<file path="src/rtl/hbp_port_regs.vh">
`ifndef HBP_PORT_REGS_VH
`define HBP_PORT_REGS_VH

// Width of the multiplexed address/data bus
`define HBP_BUS_W          8
// Bus style codes held in the style flag
`define HBP_STYLE_DIR      1'b0
`define HBP_STYLE_SEP      1'b1
// Reset value of the style flag
`define HBP_STYLE_RST      `HBP_STYLE_DIR
// Function select codes of the shared request pin
`define HBP_FUNC_IRQ       1'b0
`define HBP_FUNC_NDA       1'b1
// Address of the HDLC interrupt status register; a read clears the request
`define HBP_ISR_ADDR       8'h04
// Consecutive marks that make a line reset
`define HBP_MARKS_RESET    8'h80
`define HBP_MARK_CNT_W     8
`define HBP_MARK_CNT_RST   8'h00
`define HBP_MARK_CNT_ONE   8'h01
// Transfer state codes
`define HBP_ST_W           2
`define HBP_ST_IDLE        2'h0
`define HBP_ST_WR          2'h1
`define HBP_ST_RD          2'h2
// Bus reset values
`define HBP_BYTE_RST       8'h00

`endif

</file>
<file path="src/rtl/hbp_edge.v">
`timescale 1ns/1ps
// Registers one strobe and flags its edges in the same cycle the pin moves
module hbp_edge #(
  parameter RST_LEVEL = 1'b0
) (
  // Clock and reset
  input  wire i_mclk,
  input  wire i_sys_rst,
  // Pin level, already synchronous
  input  wire i_level,
  // Edge flags and the stored level
  output wire o_rise,
  output wire o_fall,
  output wire o_prev
);

  reg prev_q;                     // Level seen on the previous edge

  // Previous level, reset to the idle level of the pin
  always @(posedge i_mclk) begin
    if (i_sys_rst) begin
      prev_q <= RST_LEVEL;
    end else begin
      prev_q <= i_level;
    end
  end

  // Edges compare the pin against the stored level
  assign o_rise = i_level & ~prev_q;
  assign o_fall = ~i_level & prev_q;
  assign o_prev = prev_q;

endmodule // hbp_edge

</file>
<file path="src/rtl/hbp_port.v">
// Overview of operation
// Direction high reads, low writes
// Separate style: direction pin is write strobe
// Direction style: high data strobe qualifies transfer
// Separate style: read strobe makes device drive
// Direction style: address taken at strobe fall
// Respond only while device select low
// Interrupt held until status register read
// Control bit picks interrupt or new-data
// New-data function pulls shared pin low
// Read strobe level at latch rise picks style
// Reset forces direction-strobe style
// Reset restores defaults, clears HDLC, FIFOs
// Terminal mode: 128 marks pull reset low
// Network mode: line pin carries receive data
// Separate style: address taken at latch fall
`timescale 1ns/1ps
`include "hbp_port_regs.vh"
module hbp_port (
  // Clock and reset
  input  wire                      i_mclk,
  input  wire                      i_sys_rst,
  // Host bus strobes
  input  wire                      i_rw_wr,
  input  wire                      i_transfer_strobe,
  input  wire                      i_addr_capture_strobe,
  input  wire                      i_dev_sel_n,
  // Multiplexed bus pins
  input  wire [`HBP_BUS_W-1:0]     i_muxed_bus,
  output wire [`HBP_BUS_W-1:0]     o_muxed_bus,
  output wire                      o_muxed_bus_oe,
  // Internal register side
  output wire [`HBP_BUS_W-1:0]     o_reg_addr,
  output wire [`HBP_BUS_W-1:0]     o_wr_data,
  output wire                      o_wr_pulse,
  output wire                      o_rd_pulse,
  input  wire [`HBP_BUS_W-1:0]     i_rd_data,
  // Shared request pin and its sources
  input  wire                      i_irq_pin_function_select,
  input  wire                      i_hdlc_irq,
  input  wire                      i_new_rx_data,
  output wire                      o_irq_nda,
  output wire                      o_irq_nda_oe,
  // Line reset / star pin and its sources
  input  wire                      i_te_mode,
  input  wire                      i_rx_bit_valid,
  input  wire                      i_rx_mark,
  input  wire                      i_star_bit_en,
  input  wire                      i_star_rx_data,
  output wire                      o_line_rst_star,
  output wire                      o_line_rst_star_oe,
  // Status towards the rest of the device
  output wire                      o_bus_style,
  output wire                      o_core_rst
);

  // Transfer states
  localparam [`HBP_ST_W-1:0] ST_IDLE = `HBP_ST_IDLE;
  localparam [`HBP_ST_W-1:0] ST_WR   = `HBP_ST_WR;
  localparam [`HBP_ST_W-1:0] ST_RD   = `HBP_ST_RD;

  // Registered state
  reg [`HBP_ST_W-1:0]       state_q;       // Transfer state
  reg [`HBP_ST_W-1:0]       state_d;
  reg                       style_q;       // Bus style flag
  reg [`HBP_BUS_W-1:0]      addr_q;        // Captured register address
  reg [`HBP_BUS_W-1:0]      wr_data_q;     // Last write byte seen
  reg [`HBP_BUS_W-1:0]      wr_data_d;
  reg                       wr_pulse_q;    // One-cycle write request
  reg                       wr_pulse_d;
  reg                       rd_pulse_q;    // One-cycle read request
  reg                       rd_pulse_d;
  reg [`HBP_BUS_W-1:0]      bus_out_q;     // Read byte on the pins
  reg                       bus_oe_q;      // Pin drive enable
  reg                       irq_pend_q;    // Sticky HDLC request
  reg                       irq_oe_q;      // Shared pin pulled low
  reg                       irq_out_q;     // Open drain: always drives low
  reg [`HBP_MARK_CNT_W-1:0] mark_cnt_q;    // Consecutive marks, saturating
  reg                       line_oe_q;     // Line pin pulled low
  reg                       line_out_q;    // Open drain: always drives low
  reg                       core_rst_q;    // Reset to HDLC and control logic

  // Edge flags of the two strobes that need them, then select, status read and mark limit
  wire as_rise;
  wire as_fall;
  wire ds_rise;
  wire selected;
  wire isr_read;
  wire marks_full;

  // Address latch strobe idles low in both styles
  hbp_edge #(
    .RST_LEVEL (1'b0)
  ) u_as_edge (
    .i_mclk    (i_mclk),
    .i_sys_rst (i_sys_rst),
    .i_level   (i_addr_capture_strobe),
    .o_rise    (as_rise),
    .o_fall    (as_fall),
    .o_prev    ()
  );

  // Data strobe edge; only the rise matters in direction style
  hbp_edge #(
    .RST_LEVEL (1'b0)
  ) u_ds_edge (
    .i_mclk    (i_mclk),
    .i_sys_rst (i_sys_rst),
    .i_level   (i_transfer_strobe),
    .o_rise    (ds_rise),
    .o_fall    (),
    .o_prev    ()
  );

  assign selected   = ~i_dev_sel_n;
  assign isr_read   = rd_pulse_q & (addr_q == `HBP_ISR_ADDR);
  assign marks_full = (mark_cnt_q == `HBP_MARKS_RESET);

  // Bus style: sampled from the read strobe at every latch rise
  // A host may switch style without a reset; a deselected latch still counts
  // because the style belongs to the bus, not to this device's select
  always @(posedge i_mclk) begin
    if (i_sys_rst) begin
      style_q <= `HBP_STYLE_RST;
    end else if (as_rise) begin
      style_q <= i_transfer_strobe;
    end
  end

  // Address capture on the latch fall; same edge serves both styles
  // Select qualifies it so a latch aimed at another device leaves the address
  always @(posedge i_mclk) begin
    if (i_sys_rst) begin
      addr_q <= `HBP_BYTE_RST;
    end else if (as_fall && selected) begin
      addr_q <= i_muxed_bus;
    end
  end

  // Transfer decode; a dropped select aborts without a request
  // Pulses default low on every path so a request never lasts two cycles
  // Limitation: a write cut short by a dropped select is silently lost
  always @* begin
    state_d    = state_q;
    wr_data_d  = wr_data_q;
    wr_pulse_d = 1'b0;
    rd_pulse_d = 1'b0;
    case (state_q)
      ST_IDLE: begin
        if (!selected) begin
          state_d = ST_IDLE;
        end else if (style_q == `HBP_STYLE_DIR) begin
          // Strobe rise starts the access, direction decides its kind
          if (ds_rise && i_rw_wr) begin
            state_d    = ST_RD;
            rd_pulse_d = 1'b1;
          end else if (ds_rise) begin
            state_d   = ST_WR;
            wr_data_d = i_muxed_bus;
          end
        end else begin
          // Separate style: both strobes active low, write wins a clash
          if (!i_rw_wr) begin
            state_d   = ST_WR;
            wr_data_d = i_muxed_bus;
          end else if (!i_transfer_strobe) begin
            state_d    = ST_RD;
            rd_pulse_d = 1'b1;
          end
        end
      end
      ST_WR: begin
        if (!selected) begin
          state_d = ST_IDLE;
        end else if (style_q == `HBP_STYLE_DIR ? i_transfer_strobe : !i_rw_wr) begin
          // Keep tracking the bus; the byte before the strobe ends is taken
          wr_data_d = i_muxed_bus;
        end else begin
          state_d    = ST_IDLE;
          wr_pulse_d = 1'b1;
        end
      end
      ST_RD: begin
        // Read ends when its strobe goes away or select drops
        if (!selected) begin
          state_d = ST_IDLE;
        end else if (style_q == `HBP_STYLE_DIR ? !i_transfer_strobe : i_transfer_strobe) begin
          state_d = ST_IDLE;
        end
      end
      default: begin
        state_d = ST_IDLE;
      end
    endcase
  end

  // Transfer registers
  always @(posedge i_mclk) begin
    if (i_sys_rst) begin
      state_q    <= ST_IDLE;
      wr_data_q  <= `HBP_BYTE_RST;
      wr_pulse_q <= 1'b0;
      rd_pulse_q <= 1'b0;
    end else begin
      state_q    <= state_d;
      wr_data_q  <= wr_data_d;
      wr_pulse_q <= wr_pulse_d;
      rd_pulse_q <= rd_pulse_d;
    end
  end

  // Read drive; enable follows the state so it drops with the strobe
  // The byte follows the internal source every cycle; it reaches the host
  // only once the enable rises, one cycle after the read request
  always @(posedge i_mclk) begin
    if (i_sys_rst) begin
      bus_out_q <= `HBP_BYTE_RST;
      bus_oe_q  <= 1'b0;
    end else begin
      bus_oe_q  <= (state_d == ST_RD) && (state_q == ST_RD);
      bus_out_q <= i_rd_data;
    end
  end

  // Sticky HDLC request; a new event beats the clearing read
  // Trade-off: a read racing an event leaves the pin low, never loses one
  always @(posedge i_mclk) begin
    if (i_sys_rst) begin
      irq_pend_q <= 1'b0;
    end else if (i_hdlc_irq) begin
      irq_pend_q <= 1'b1;
    end else if (isr_read) begin
      irq_pend_q <= 1'b0;
    end
  end

  // Shared open-drain pin: function picked by the control bit
  always @(posedge i_mclk) begin
    if (i_sys_rst) begin
      irq_oe_q  <= 1'b0;
      irq_out_q <= 1'b0;
    end else begin
      irq_out_q <= 1'b0;
      if (i_irq_pin_function_select == `HBP_FUNC_NDA) begin
        irq_oe_q <= i_new_rx_data;
      end else begin
        irq_oe_q <= irq_pend_q;
      end
    end
  end

  // Consecutive mark counter; a space restarts it, it stops at the limit
  // Saturation keeps the reset output low on a long idle line
  always @(posedge i_mclk) begin
    if (i_sys_rst) begin
      mark_cnt_q <= `HBP_MARK_CNT_RST;
    end else if (!i_te_mode) begin
      mark_cnt_q <= `HBP_MARK_CNT_RST;
    end else if (i_rx_bit_valid && !i_rx_mark) begin
      mark_cnt_q <= `HBP_MARK_CNT_RST;
    end else if (i_rx_bit_valid && !marks_full) begin
      mark_cnt_q <= mark_cnt_q + `HBP_MARK_CNT_ONE;
    end
  end

  // Line pin: reset output in terminal mode, star data in network mode
  // Between star slots the pin holds its last bit
  always @(posedge i_mclk) begin
    if (i_sys_rst) begin
      line_oe_q  <= 1'b0;
      line_out_q <= 1'b0;
    end else begin
      line_out_q <= 1'b0;
      if (i_te_mode) begin
        line_oe_q <= marks_full;
      end else if (i_star_bit_en) begin
        // A zero pulls low so several units wire-OR onto one star
        line_oe_q <= ~i_star_rx_data;
      end
    end
  end

  // Reset fan-out: one cycle late, held for as long as reset stands
  // No reset branch needed: the flop simply follows the reset input
  always @(posedge i_mclk) begin
    core_rst_q <= i_sys_rst;
  end

  // Outputs straight from flops
  // Open-drain data flops stay low; only the enables move
  assign o_muxed_bus        = bus_out_q;
  assign o_muxed_bus_oe     = bus_oe_q;
  assign o_reg_addr         = addr_q;
  assign o_wr_data          = wr_data_q;
  assign o_wr_pulse         = wr_pulse_q;
  assign o_rd_pulse         = rd_pulse_q;
  assign o_irq_nda          = irq_out_q;
  assign o_irq_nda_oe       = irq_oe_q;
  assign o_line_rst_star    = line_out_q;
  assign o_line_rst_star_oe = line_oe_q;
  assign o_bus_style        = style_q;
  assign o_core_rst         = core_rst_q;

endmodule // hbp_port

</file>
<file path="config.mk">
export PLATFORM = sky130hd
export DESIGN_NAME = hbp_port
export DESIGN_NICKNAME = d
export VERILOG_FILES = /design/src/rtl/hbp_edge.v /design/src/rtl/hbp_port.v
export VERILOG_INCLUDE_DIRS = /design/src /design/src/rtl
export SDC_FILE = /design/constraint.sdc
export NUM_CORES = 1
export LEC_CHECK = 0
export ABC_AREA = 0
export BUFFER_PORTS_ARGS = -buffer_cell sky130_fd_sc_hd__buf_4
export CAP_MARGIN = 0
export CORE_MARGIN = 4
export CORE_UTILIZATION = 46
export CTS_BUF_LIST = sky130_fd_sc_hd__clkbuf_4
export CTS_CLUSTER_DIAMETER = 40
export DETAILED_ROUTE_END_ITERATION = 10
export PLACE_DENSITY = 0.77
export SLEW_MARGIN = 0
export SYNTH_ARGS = -nofsm -noshare
export SYNTH_HDL_FRONTEND = slang
export SYNTH_SLANG_ARGS = --single-unit
</file>
<file path="constraint.sdc">
create_clock -name i_mclk -period 1.6 [get_ports i_mclk]
set_input_delay 0.16 -clock i_mclk [delete_from_list [all_inputs] [get_ports i_mclk]]
set_output_delay 0.16 -clock i_mclk [all_outputs]
set_load 0.03 [all_outputs]
</file>
==> flow_summary.json, run 1 <==
{
  "ys_seq_area_frac": 0.503,
  "synth.mux.area_fraction": 0.109,
  "crit_slowest_cell": "or4b_4",
  "cts_buffers": 5,
  "detail_route.wirelength_mm": 3.64,
  "critPathKind": "reg2reg",
  "finalSetupViolations": 2,
  "synth_flop_cell": "dfxtp_1",
  "synth_xor_area_frac": 0.0300,
  "violations": "negative setup slack",
  "synth_edf_count": 0,
  "via_per_inst": 4.75,
  "num_rows": 22,
  "slowest_delay_ns": 0.48,
  "synth_compound_area_frac": 0.0600,
  "io_buffer_count": 60,
  "max-cap-violations": 0,
  "grt_pass1_vias": 1332,
  "skew_ns": 0.00691,
  "power_uw": 1990,
  "crit_chain": "inv_2 -> ha_1 -> or4b_4 -> o41ai_4 -> mux2i_1 -> nor2_1",
  "clkSinkCount": 44,
  "async_reset_ff_frac": 0,
  "synth_top_family_by_area": "simple AND/OR/NAND/NOR gates",
  "p_leak_uw": 0.00107,
  "finalCritPeriodShare": 1.06,
  "clk_latency_ns": 0.36,
  "fmax_mhz": 592,
  "yosysWarnings": 0,
  "start_kind": "flip-flop",
  "critPathArrivalTime_ns": 1.93,
  "required_ns": 1.84,
  "synth_seq_cells": 44,
  "yosys.area_share.adder": 0.0143,
  "hold_viol": 0,
  "grt_max_degree": 41,
  "overflow": 0,
  "drc": 0,
  "clk_path_buf_depth": 2,
  "critPathTopFamily": "simple AND/OR/NAND/NOR gates",
  "cp_max_fo": 2,
  "htreeDepth": 2,
  "worst_slack_ns": -0.0892,
  "synthesis.area_um2": 1750,
  "placed_area_um2": 2270,
  "dr.pass1.iters": 4,
  "drtIter0Drc": 43,
  "num_vias": 1411,
  "hpwlAfterDp_mm": 2.62,
  "path_buf_inv": 1,
  "synth_area_per_cell_um2": 10.0,
  "hp-class": "in2reg",
  "die_width_um": 69.7,
  "status": "finished with violations",
  "cts_tree": "yes",
  "end_kind": "flip-flop",
  "io_pins": 63,
  "drtAntennaViolNets": 0,
  "wl_per_cell_um": 12.3,
  "fin_crit_ns": 1.69,
  "diodes": 0,
  "fp.dieArea_um2": 4860,
  "cts-root-buf": "clkbuf_4",
  "yosys.area_share.simple": 0.250,
  "grt_pass1_wl_mm": 5.94,
  "peakVddDrop_mv": 0.608,
  "fillers": 331,
  "core-area_um2": 3660,
  "final_layout_size_suffix_gt1_frac": 0.329,
  "rsz0062_at_grt": "true",
  "start_util": 0.478,
  "clk_pin_slew_ns": 0.12,
  "die_h_um": 69.7,
  "antenna_found_initial": 0,
  "routabilityCongestion": 0.743,
  "yosysUniqueCellTypes": 34,
  "maxSlewViolCount": 0,
  "design_area_um2": 2400,
  "power.density_nw_per_um2": 832,
  "syn_inst": 175,
  "nets": 280,
  "area_growth_pct": 36.9,
  "grt_usage": 0.154
}
-- state kept, by name (all words and copies together) (netlist names) --
register / cells
o_core_rst: 1
u_ds_edge.o_prev: 1
irq_pend_q: 1
state_q: 2
o_wr_pulse: 1
u_as_edge.o_prev: 1
mark_cnt_q: 8
o_bus_style: 1
o_wr_data: 8
o_rd_pulse: 1
o_muxed_bus: 8
o_irq_nda_oe: 1
o_line_rst_star_oe: 1
o_reg_addr: 8
o_muxed_bus_oe: 1
-- where the power goes --
| group | switching, µW | internal (µW) |
|---|---|---|
| Clock | 341 | 184 |
| Sequential | 21.1 | 1130 |
| Combinational | 159 | 154 |
| Total | 522 | 1470 |
-- cells in the mapped netlist, drive strengths merged, types with 3 or more instances --
master | count | share of area
dfxtp | 44 | 0.50
nor2 | 24 | 0.053
mux2i | 19 | 0.11
nand2b | 18 | 0.064
nor2b | 15 | 0.054
a21oi | 5 | 0.014
buf | 4 | 0.014
clkbuf | 4 | 0.0086
inv | 4 | 0.0086
xor2 | 4 | 0.020
nand2 | 3 | 0.0064
nand3 | 3 | 0.0086
-- cells in the final DEF (no fill, tap or decap), types with 3 or more instances in the layout --
cell type      Yosys  final
nor2b_1           15     15
a21oi_1            5      5
nand2b_1          18     18
buf_4              2     67
clkbuf_4           0      6
nand3_1            3      3
nand2_1            3      3
dfxtp_1           44     42
xor2_1             4      4
nor2_1            23     23
mux2i_1           19     19
dlygate4sd3_1      0      6
-- path summary, 6_finish.rpt --
check                start        endpoint  slack, ns  cells after the start
min           i_rd_data[5]  o_muxed_bus[5]       0.02                      2
max          mark_cnt_q[0]   mark_cnt_q[1]      -0.09                      6
min reg2reg   o_wr_data[2]    o_wr_data[2]       0.49                      2
max reg2reg  mark_cnt_q[0]   mark_cnt_q[1]      -0.09                      6
-- through the flow --
stage           util  instances  setup slack [ns]  hold slack (ns)  setup TNS (ns)
5_1_grt        0.654        297            -0.157          0.00848          -0.390
2_1_floorplan      -        176           -0.0369            0.188         -0.0369
3_5_place_dp   0.620        282           -0.0703            0.308         -0.0770
3_3_place_gp   0.620        282           -0.0315            0.308         -0.0315
4_1_cts        0.652        296            -0.105         0.000800          -0.154
6_report       0.654        297           -0.0892           0.0154          -0.120
-- layer usage --
layer,track usage,vias to the layer above,part of all wire
met3,0.0710,6,0.083
met4,0.0574,0,0.015
met1,0.175,633,0.43
met2,0.252,43,0.47
met5,0,-,0
li1,-,729,-
-- cells by family (layout without fill, tap and decap cells) --
| kind of cell | count (synthesis) | count (layout) |
|---|---|---|
| AND/OR/NAND/NOR | 78 | 78 |
| other | 1 | 2 |
| XOR/XNOR | 6 | 6 |
| flip-flops | 44 | 44 |
| multiplexers | 19 | 19 |
| adder cells (fa/ha/maj) | 2 | 2 |
| buffers and inverters | 12 | 85 |
| AO/OA/AOI/OAI | 13 | 13 |
-- timing repair --
| action | CTS | global route |
|---|---|---|
| hold endpoints to repair | 7 | 0 |
| setup buffers | 0 | 1 |
| hold buffers | 6 | 0 |
| gates resized for setup | 2 | 2 |
| endpoints found under the setup margin | 3 | 4 |
| pin swaps | 1 | 1 |
-- final cells by class --
type | count | area (µm²) | area share
clock inverters | 2 | 11.3 | 0.00470
inverters | 4 | 15.0 | 0.00627
repair buffers | 73 | 563 | 0.235
multi-input cells | 120 | 818 | 0.342
clock buffers | 6 | 45.0 | 0.0188
flip-flops and latches | 44 | 883 | 0.369
well taps | 48 | 60.1 | 0.0251
Note: power is estimated with default switching activity, not from simulation.
==> run 2, diff against run 1 <==
==> constraint.sdc (replaced) <==
create_clock -name i_mclk -period 1.38 [get_ports i_mclk]
set_input_delay 0.138 -clock i_mclk [delete_from_list [all_inputs] [get_ports i_mclk]]
set_output_delay 0.138 -clock i_mclk [all_outputs]
set_load 0.03 [all_outputs]
==> run 2 against run 1 <==
The flow still finishes with violations (negative setup slack). Combinational power rose by 23%. Maximum frequency rose by 2.8%. Core utilization rose by 3.7 points. Sequential cell count did not move. Largest power group unchanged.
==> flow_summary.json, run 2 (synthesized netlist as in run 1, its figures left out) <==
{
  "status": "finished with violations",
  "violations": "negative setup slack",
  "layout_commonest_cell": "buf_4",
  "htreeDepth": 2,
  "peakVddDrop_mv": 0.660,
  "hold_viol": 0,
  "grt_util_met3": 0.0536,
  "num_rows": 22,
  "drc": 0,
  "cts_tree": "yes",
  "grt_pass1_wl_mm": 6.45,
  "min_from": "i_addr_capture_strobe",
  "fmax_mhz": 608,
  "grt_max_degree": 42,
  "final_layout_size_suffix_gt1_frac": 0.353,
  "whs_path_depth": 2,
  "skew_ns": 0.0124,
  "r2r_slack_ns": -0.26,
  "routabilityCongestion": 0.761,
  "core-area_um2": 3660,
  "rsz0062_at_grt": "true",
  "p_leak_uw": 0.00114,
  "fin_cells": 306,
  "p_int_uw": 1910,
  "cts_buffers": 5,
  "drtAntennaViolNets": 0,
  "fillers": 309,
  "overflow": 0,
  "dp_cells": 286,
  "wl_per_cell_um": 12.5,
  "clk_latency_ns": 0.35,
  "busiest_layer": "met2",
  "hp-class": "in2reg",
  "die_width_um": 69.7,
  "maxSlewViolCount": 0,
  "fp.dieArea_um2": 4860,
  "detail_route.wirelength_mm": 3.81,
  "diodes": 0,
  "io_buffer_count": 60,
  "p_seq_frac": 0.529,
  "finalSetupTns_ns": -0.834,
  "place_ws_ns": -0.270,
  "dr.pass1.iters": 4,
  "timing.rr.start": "mark_cnt_q[0]",
  "cts-root-buf": "clkbuf_4",
  "grtUsageMet1": 0.202,
  "max-cap-violations": 0,
  "finalSetupViolations": 4,
  "required_ns": 1.61,
  "die_h_um": 69.7,
  "via_per_inst": 4.77,
  "critPathArrivalTime_ns": 1.88,
  "drtIter0Drc": 47,
  "area_growth_pct": 44.6,
  "power.density_nw_per_um2": 999,
  "fin_crit_ns": 1.64,
  "critPathKind": "reg2reg",
  "power_frac_clock": 0.319,
  "p_sw_frac": 0.245,
  "num_vias": 1459,
  "grtUsageMet2": 0.272,
  "hold_end": "u_as_edge.o_prev",
  "cp_max_fo": 2,
  "p_switching_uw": 620,
  "grt_pass1_vias": 1404,
  "nets": 289,
  "io_pins": 63,
  "p_comb_frac": 0.152,
  "worst_slack_ns": -0.264,
  "power_uw": 2530,
  "clkSinkCount": 44,
  "reg2reg_depth": 6,
  "grt_usage": 0.164,
  "clk_pin_slew_ns": 0.12,
  "antenna_found_initial": 0,
  "finalCritPeriodShare": 1.19,
  "holdWs_ns": 0.0149,
  "reg2reg_to": "mark_cnt_q[1]",
  "start_kind": "flip-flop",
  "hpwlAfterDp_mm": 2.64,
  "final_cell_mix": "70 x buf_4, 39 x dfxtp_1, 23 x nor2_1",
  "clk_path_buf_depth": 2,
  "end_kind": "flip-flop",
  "start_util": 0.478
}
run 2: power groups by stage:
stage | clock network, µW | logic [µW] | registers [µW]
detailed placement | 0 | 358 | 1370
floorplan | 0 | 126 | 1440
global route | 879 | 414 | 1350
global placement | 0 | 353 | 1370
CTS | 823 | 384 | 1340
finish | 806 | 384 | 1340
run 2: worst max-delay path by stage:
stage                        startpoint  depth (start not counted)       endpoint
after floorplan           mark_cnt_q[0]                          6  mark_cnt_q[1]
after global placement    mark_cnt_q[0]                          6  mark_cnt_q[1]
after detailed placement  mark_cnt_q[0]                          6  mark_cnt_q[1]
after CTS                 mark_cnt_q[0]                          6  mark_cnt_q[1]
after global routing      mark_cnt_q[0]                          6  mark_cnt_q[1]
final                     mark_cnt_q[0]                          6  mark_cnt_q[1]
run 2: repair_timing:
item | in CTS | in global routing
hold endpoints to repair | 10 | 1
setup endpoints to repair | 4 | 14
hold buffers | 10 | 1
gates cloned | 0 | 0
gates resized for setup | 2 | 5
buffers inserted | 1 | 0
pin swaps | 3 | 2
run 2: area by class of cell:
class                           count  area, µm²  area share
Sequential cell                    44        887       0.350
Clock buffer                        6       45.0      0.0178
Inverter                            4       15.0     0.00593
Timing Repair Buffer               82        656       0.259
Tap cell                           48       60.1      0.0237
Clock inverter                      2       35.0      0.0138
Multi-Input combinational cell    120        833       0.329
run 2: critical path, stage by stage (launching register included):
cell and delay, ns:
dfxtp_2 0.34, inv_2 0.05, ha_1 0.12, or4b_4 0.47, o41ai_4 0.27, mux2i_1 0.22, nor2_1 0.05
run 2: through the flow:
stage	instance area (µm²)	utilization
finish	2530	0.691
global placement	2310	0.632
detailed placement	2310	0.632
global route	2530	0.691
floorplan	1760	-
CTS	2520	0.688
run 2: metal layers:
metal  up-vias  share of wire
met2        43           0.49
met5         -              0
met1       668           0.43
met4         0          0.012
met3         5          0.070
li1        743              -
==> run 3, diff against run 2 <==
--- a/config.mk
+++ b/config.mk
@@ -6,15 +6,16 @@
 export SDC_FILE = /design/constraint.sdc
 export NUM_CORES = 1
 export LEC_CHECK = 0
-export ABC_AREA = 0
+export ABC_AREA = 1
 export BUFFER_PORTS_ARGS = -buffer_cell sky130_fd_sc_hd__buf_4
 export CAP_MARGIN = 0
 export CORE_MARGIN = 4
-export CORE_UTILIZATION = 46
+export CORE_UTILIZATION = 47
 export CTS_BUF_LIST = sky130_fd_sc_hd__clkbuf_4
 export CTS_CLUSTER_DIAMETER = 40
 export DETAILED_ROUTE_END_ITERATION = 10
 export PLACE_DENSITY = 0.77
+export SKIP_CTS_REPAIR_TIMING = 1
 export SLEW_MARGIN = 0
 export SYNTH_ARGS = -nofsm -noshare
 export SYNTH_HDL_FRONTEND = slang
==> run 3 against run 2 <==
The run now ends clean. First-iteration DRC count is 74% higher. Routed wire length up 10%. Clock-buffer cell count stayed put. Non-clock buffer count fell by 12. Critical endpoint is now o_wr_data[0].
==> flow_summary.json, run 3 <==
{
  "status": "finished clean",
  "drtAntennaViolNets": 0,
  "rsz0062_at_grt": "false",
  "dr.pass1.iters": 4,
  "diodes": 0,
  "antenna_found_initial": 0,
  "grt_pass1_wl_mm": 7.13,
  "clk_path_buf_depth": 2,
  "hold_viol": 0,
  "fmax_mhz": 783,
  "async_reset_ff_frac": 0,
  "finalCritPeriodShare": 0.926,
  "cp.depth": 6,
  "p_switching_uw": 672,
  "cts_buffers": 5,
  "num_vias": 1802,
  "drtIter0Drc": 82,
  "start_util": 0.502,
  "synth_flop_cell": "dfxtp_1",
  "synth_area_per_cell_um2": 7.12,
  "layout_commonest_cell": "buf_4",
  "fp.dieArea_um2": 5140,
  "power.density_nw_per_um2": 959,
  "synth_seq_cells": 44,
  "maxSlewViolCount": 0,
  "synthesis.area_um2": 1910,
  "end_kind": "flip-flop",
  "wl_per_cell_um": 10.9,
  "finalSetupViolations": 0,
  "hpwlAfterDp_mm": 3.24,
  "yosysTopAreaCell": "dfxtp_1",
  "cts_tree": "yes",
  "peakVddDrop_mv": 0.598,
  "p_seq_frac": 0.567,
  "ys_seq_area_frac": 0.462,
  "power_frac_clock": 0.248,
  "p_leak_uw": 0.00119,
  "clk_pin_slew_ns": 0.13,
  "p_int_uw": 1720,
  "synth_common_cells": "51 x nand2_1, 44 x dfxtp_1, 43 x inv_1, 42 x nor2_1, 28 x a21oi_1",
  "die_width_um": 71.7,
  "path_buf_inv": 1,
  "required_ns": 1.63,
  "synth_edf_count": 0,
  "routabilityCongestion": 0.832,
  "critPathTopFamily": "simple AND/OR/NAND/NOR gates",
  "io_buffer_count": 60,
  "grt_pass1_vias": 1693,
  "clk_latency_ns": 0.34,
  "synth_top_area_share": 0.462,
  "yosysWarnings": 0,
  "detail_route.wirelength_mm": 4.21,
  "fillers": 349,
  "critPathArrivalTime_ns": 1.53,
  "crit_chain": "inv_1 -> nand2_1 -> nor2_1 -> nand2_2 -> a21oi_1 -> nor2_1",
  "via_per_inst": 4.67,
  "drc": 0,
  "fin_crit_ns": 1.28,
  "htreeDepth": 2,
  "final_layout_size_suffix_gt1_frac": 0.240,
  "grt_max_degree": 19,
  "num_rows": 22,
  "io_pins": 63,
  "synth_area_leaders": "dfxtp_1 46%, nand2_1 10%, inv_1 8.5%",
  "cts-root-buf": "clkbuf_4",
  "cpMostUsedCell": "nor2_1",
  "cp_max_fo": 17,
  "reg2reg_depth": 6,
  "syn_inst": 268,
  "skew_ns": 0.0133,
  "synth.most_common_cell": "nand2_1",
  "area_growth_pct": 31.0,
  "die_h_um": 71.7,
  "grt_usage": 0.170,
  "critPathKind": "reg2reg",
  "slowest_delay_ns": 0.36,
  "yosysUniqueCellTypes": 23,
  "hp-class": "in2reg",
  "whs_path_depth": 3,
  "nets": 369,
  "fin_cells": 386,
  "final_cell_mix": "66 x buf_4, 50 x nand2_1, 43 x inv_1",
  "core-area_um2": 3800,
  "max-cap-violations": 0,
  "dp_cells": 374,
  "p_comb_frac": 0.185,
  "crit_slowest_cell": "dfxtp_1",
  "start_kind": "flip-flop",
  "clkSinkCount": 44,
  "p_sw_frac": 0.280,
  "finalSetupTns_ns": 0,
  "overflow": 0
}
## run 3: cell types whose count changed after synthesis, sizes merged, moves of 18 or more
cell,previous run,this run
a21oi,5,30
inv,4,43
mux2i,19,0
nand2,3,53
nand2b,18,0
nor2,24,42
## run 3: layout make-up
class	instances	area [µm²]	share of cell area
repair buffers	70	536	0.214
inverters	44	165	0.0661
flip-flops and latches	44	883	0.354
clock buffers	6	45.0	0.0180
well taps	48	60.1	0.0240
clock inverters	2	11.3	0.00451
multi-input cells	172	797	0.319
## run 3: cells by family after synthesis
group                      count (synthesis)  share of synthesized area
buffers and inverters                     53                      0.123
AOI/OAI and AO/OA                         47                      0.129
other                                      1                    0.00197
xor gates and xnor gates                   4                     0.0184
adders and majority gates                  2                     0.0131
DFF                                       44                      0.462
and+or+nand+nor                          117                      0.253
## run 3: worst min-delay path, delay by kind of cell
| kind | cells | cell delay, ns |
|---|---|---|
| simple gates | 1 | 0.06 |
| buf+inv | 2 | 0.10 |
## run 3: routing by layer
metal / vias to the layer above / wire (µm) / track usage
li1: 965 / - / -
met1: 786 / 1940 / 0.216
met2: 47 / 1940 / 0.277
met3: 4 / 292 / 0.0491
met4: 0 / 40 / 0.0522
met5: - / 0 / 0
## run 3: worst paths after layout
kind | endpoint | startpoint | slack [ns]
min reg2reg | o_reg_addr[7] | o_reg_addr[7] | 0.47
max | o_wr_data[0] | state_q[1] | 0.10
max reg2reg | o_wr_data[0] | state_q[1] | 0.10
min | o_muxed_bus[7] | i_rd_data[7] | 0.0005
## run 3: per-stage QoR
| step | instance area (µm²) | power, µW | utilization | hold WS [ns] | setup WS, ns |
|---|---|---|---|---|---|
| after global placement | 2400 | 1810 | 0.631 | 0.328 | 0.0425 |
| after detailed placement | 2400 | 1820 | 0.631 | 0.339 | -0.00981 |
| after global routing | 2500 | 2550 | 0.657 | 0.0000601 | 0.00152 |
| after floorplan | 1910 | 1650 | - | 0.166 | 0.112 |
| final | 2500 | 2400 | 0.657 | 0.000520 | 0.102 |
| after CTS | 2450 | 2420 | 0.646 | -0.0403 | -0.0250 |
## run 3: power groups by stage
stage / Sequential (µW) / Combinational [µW] / Clock [µW]
finish: 1360 / 442 / 595
global route: 1370 / 489 / 693
CTS: 1360 / 435 / 627
detailed placement: 1390 / 434 / 0
global placement: 1390 / 427 / 0
floorplan: 1480 / 168 / 0
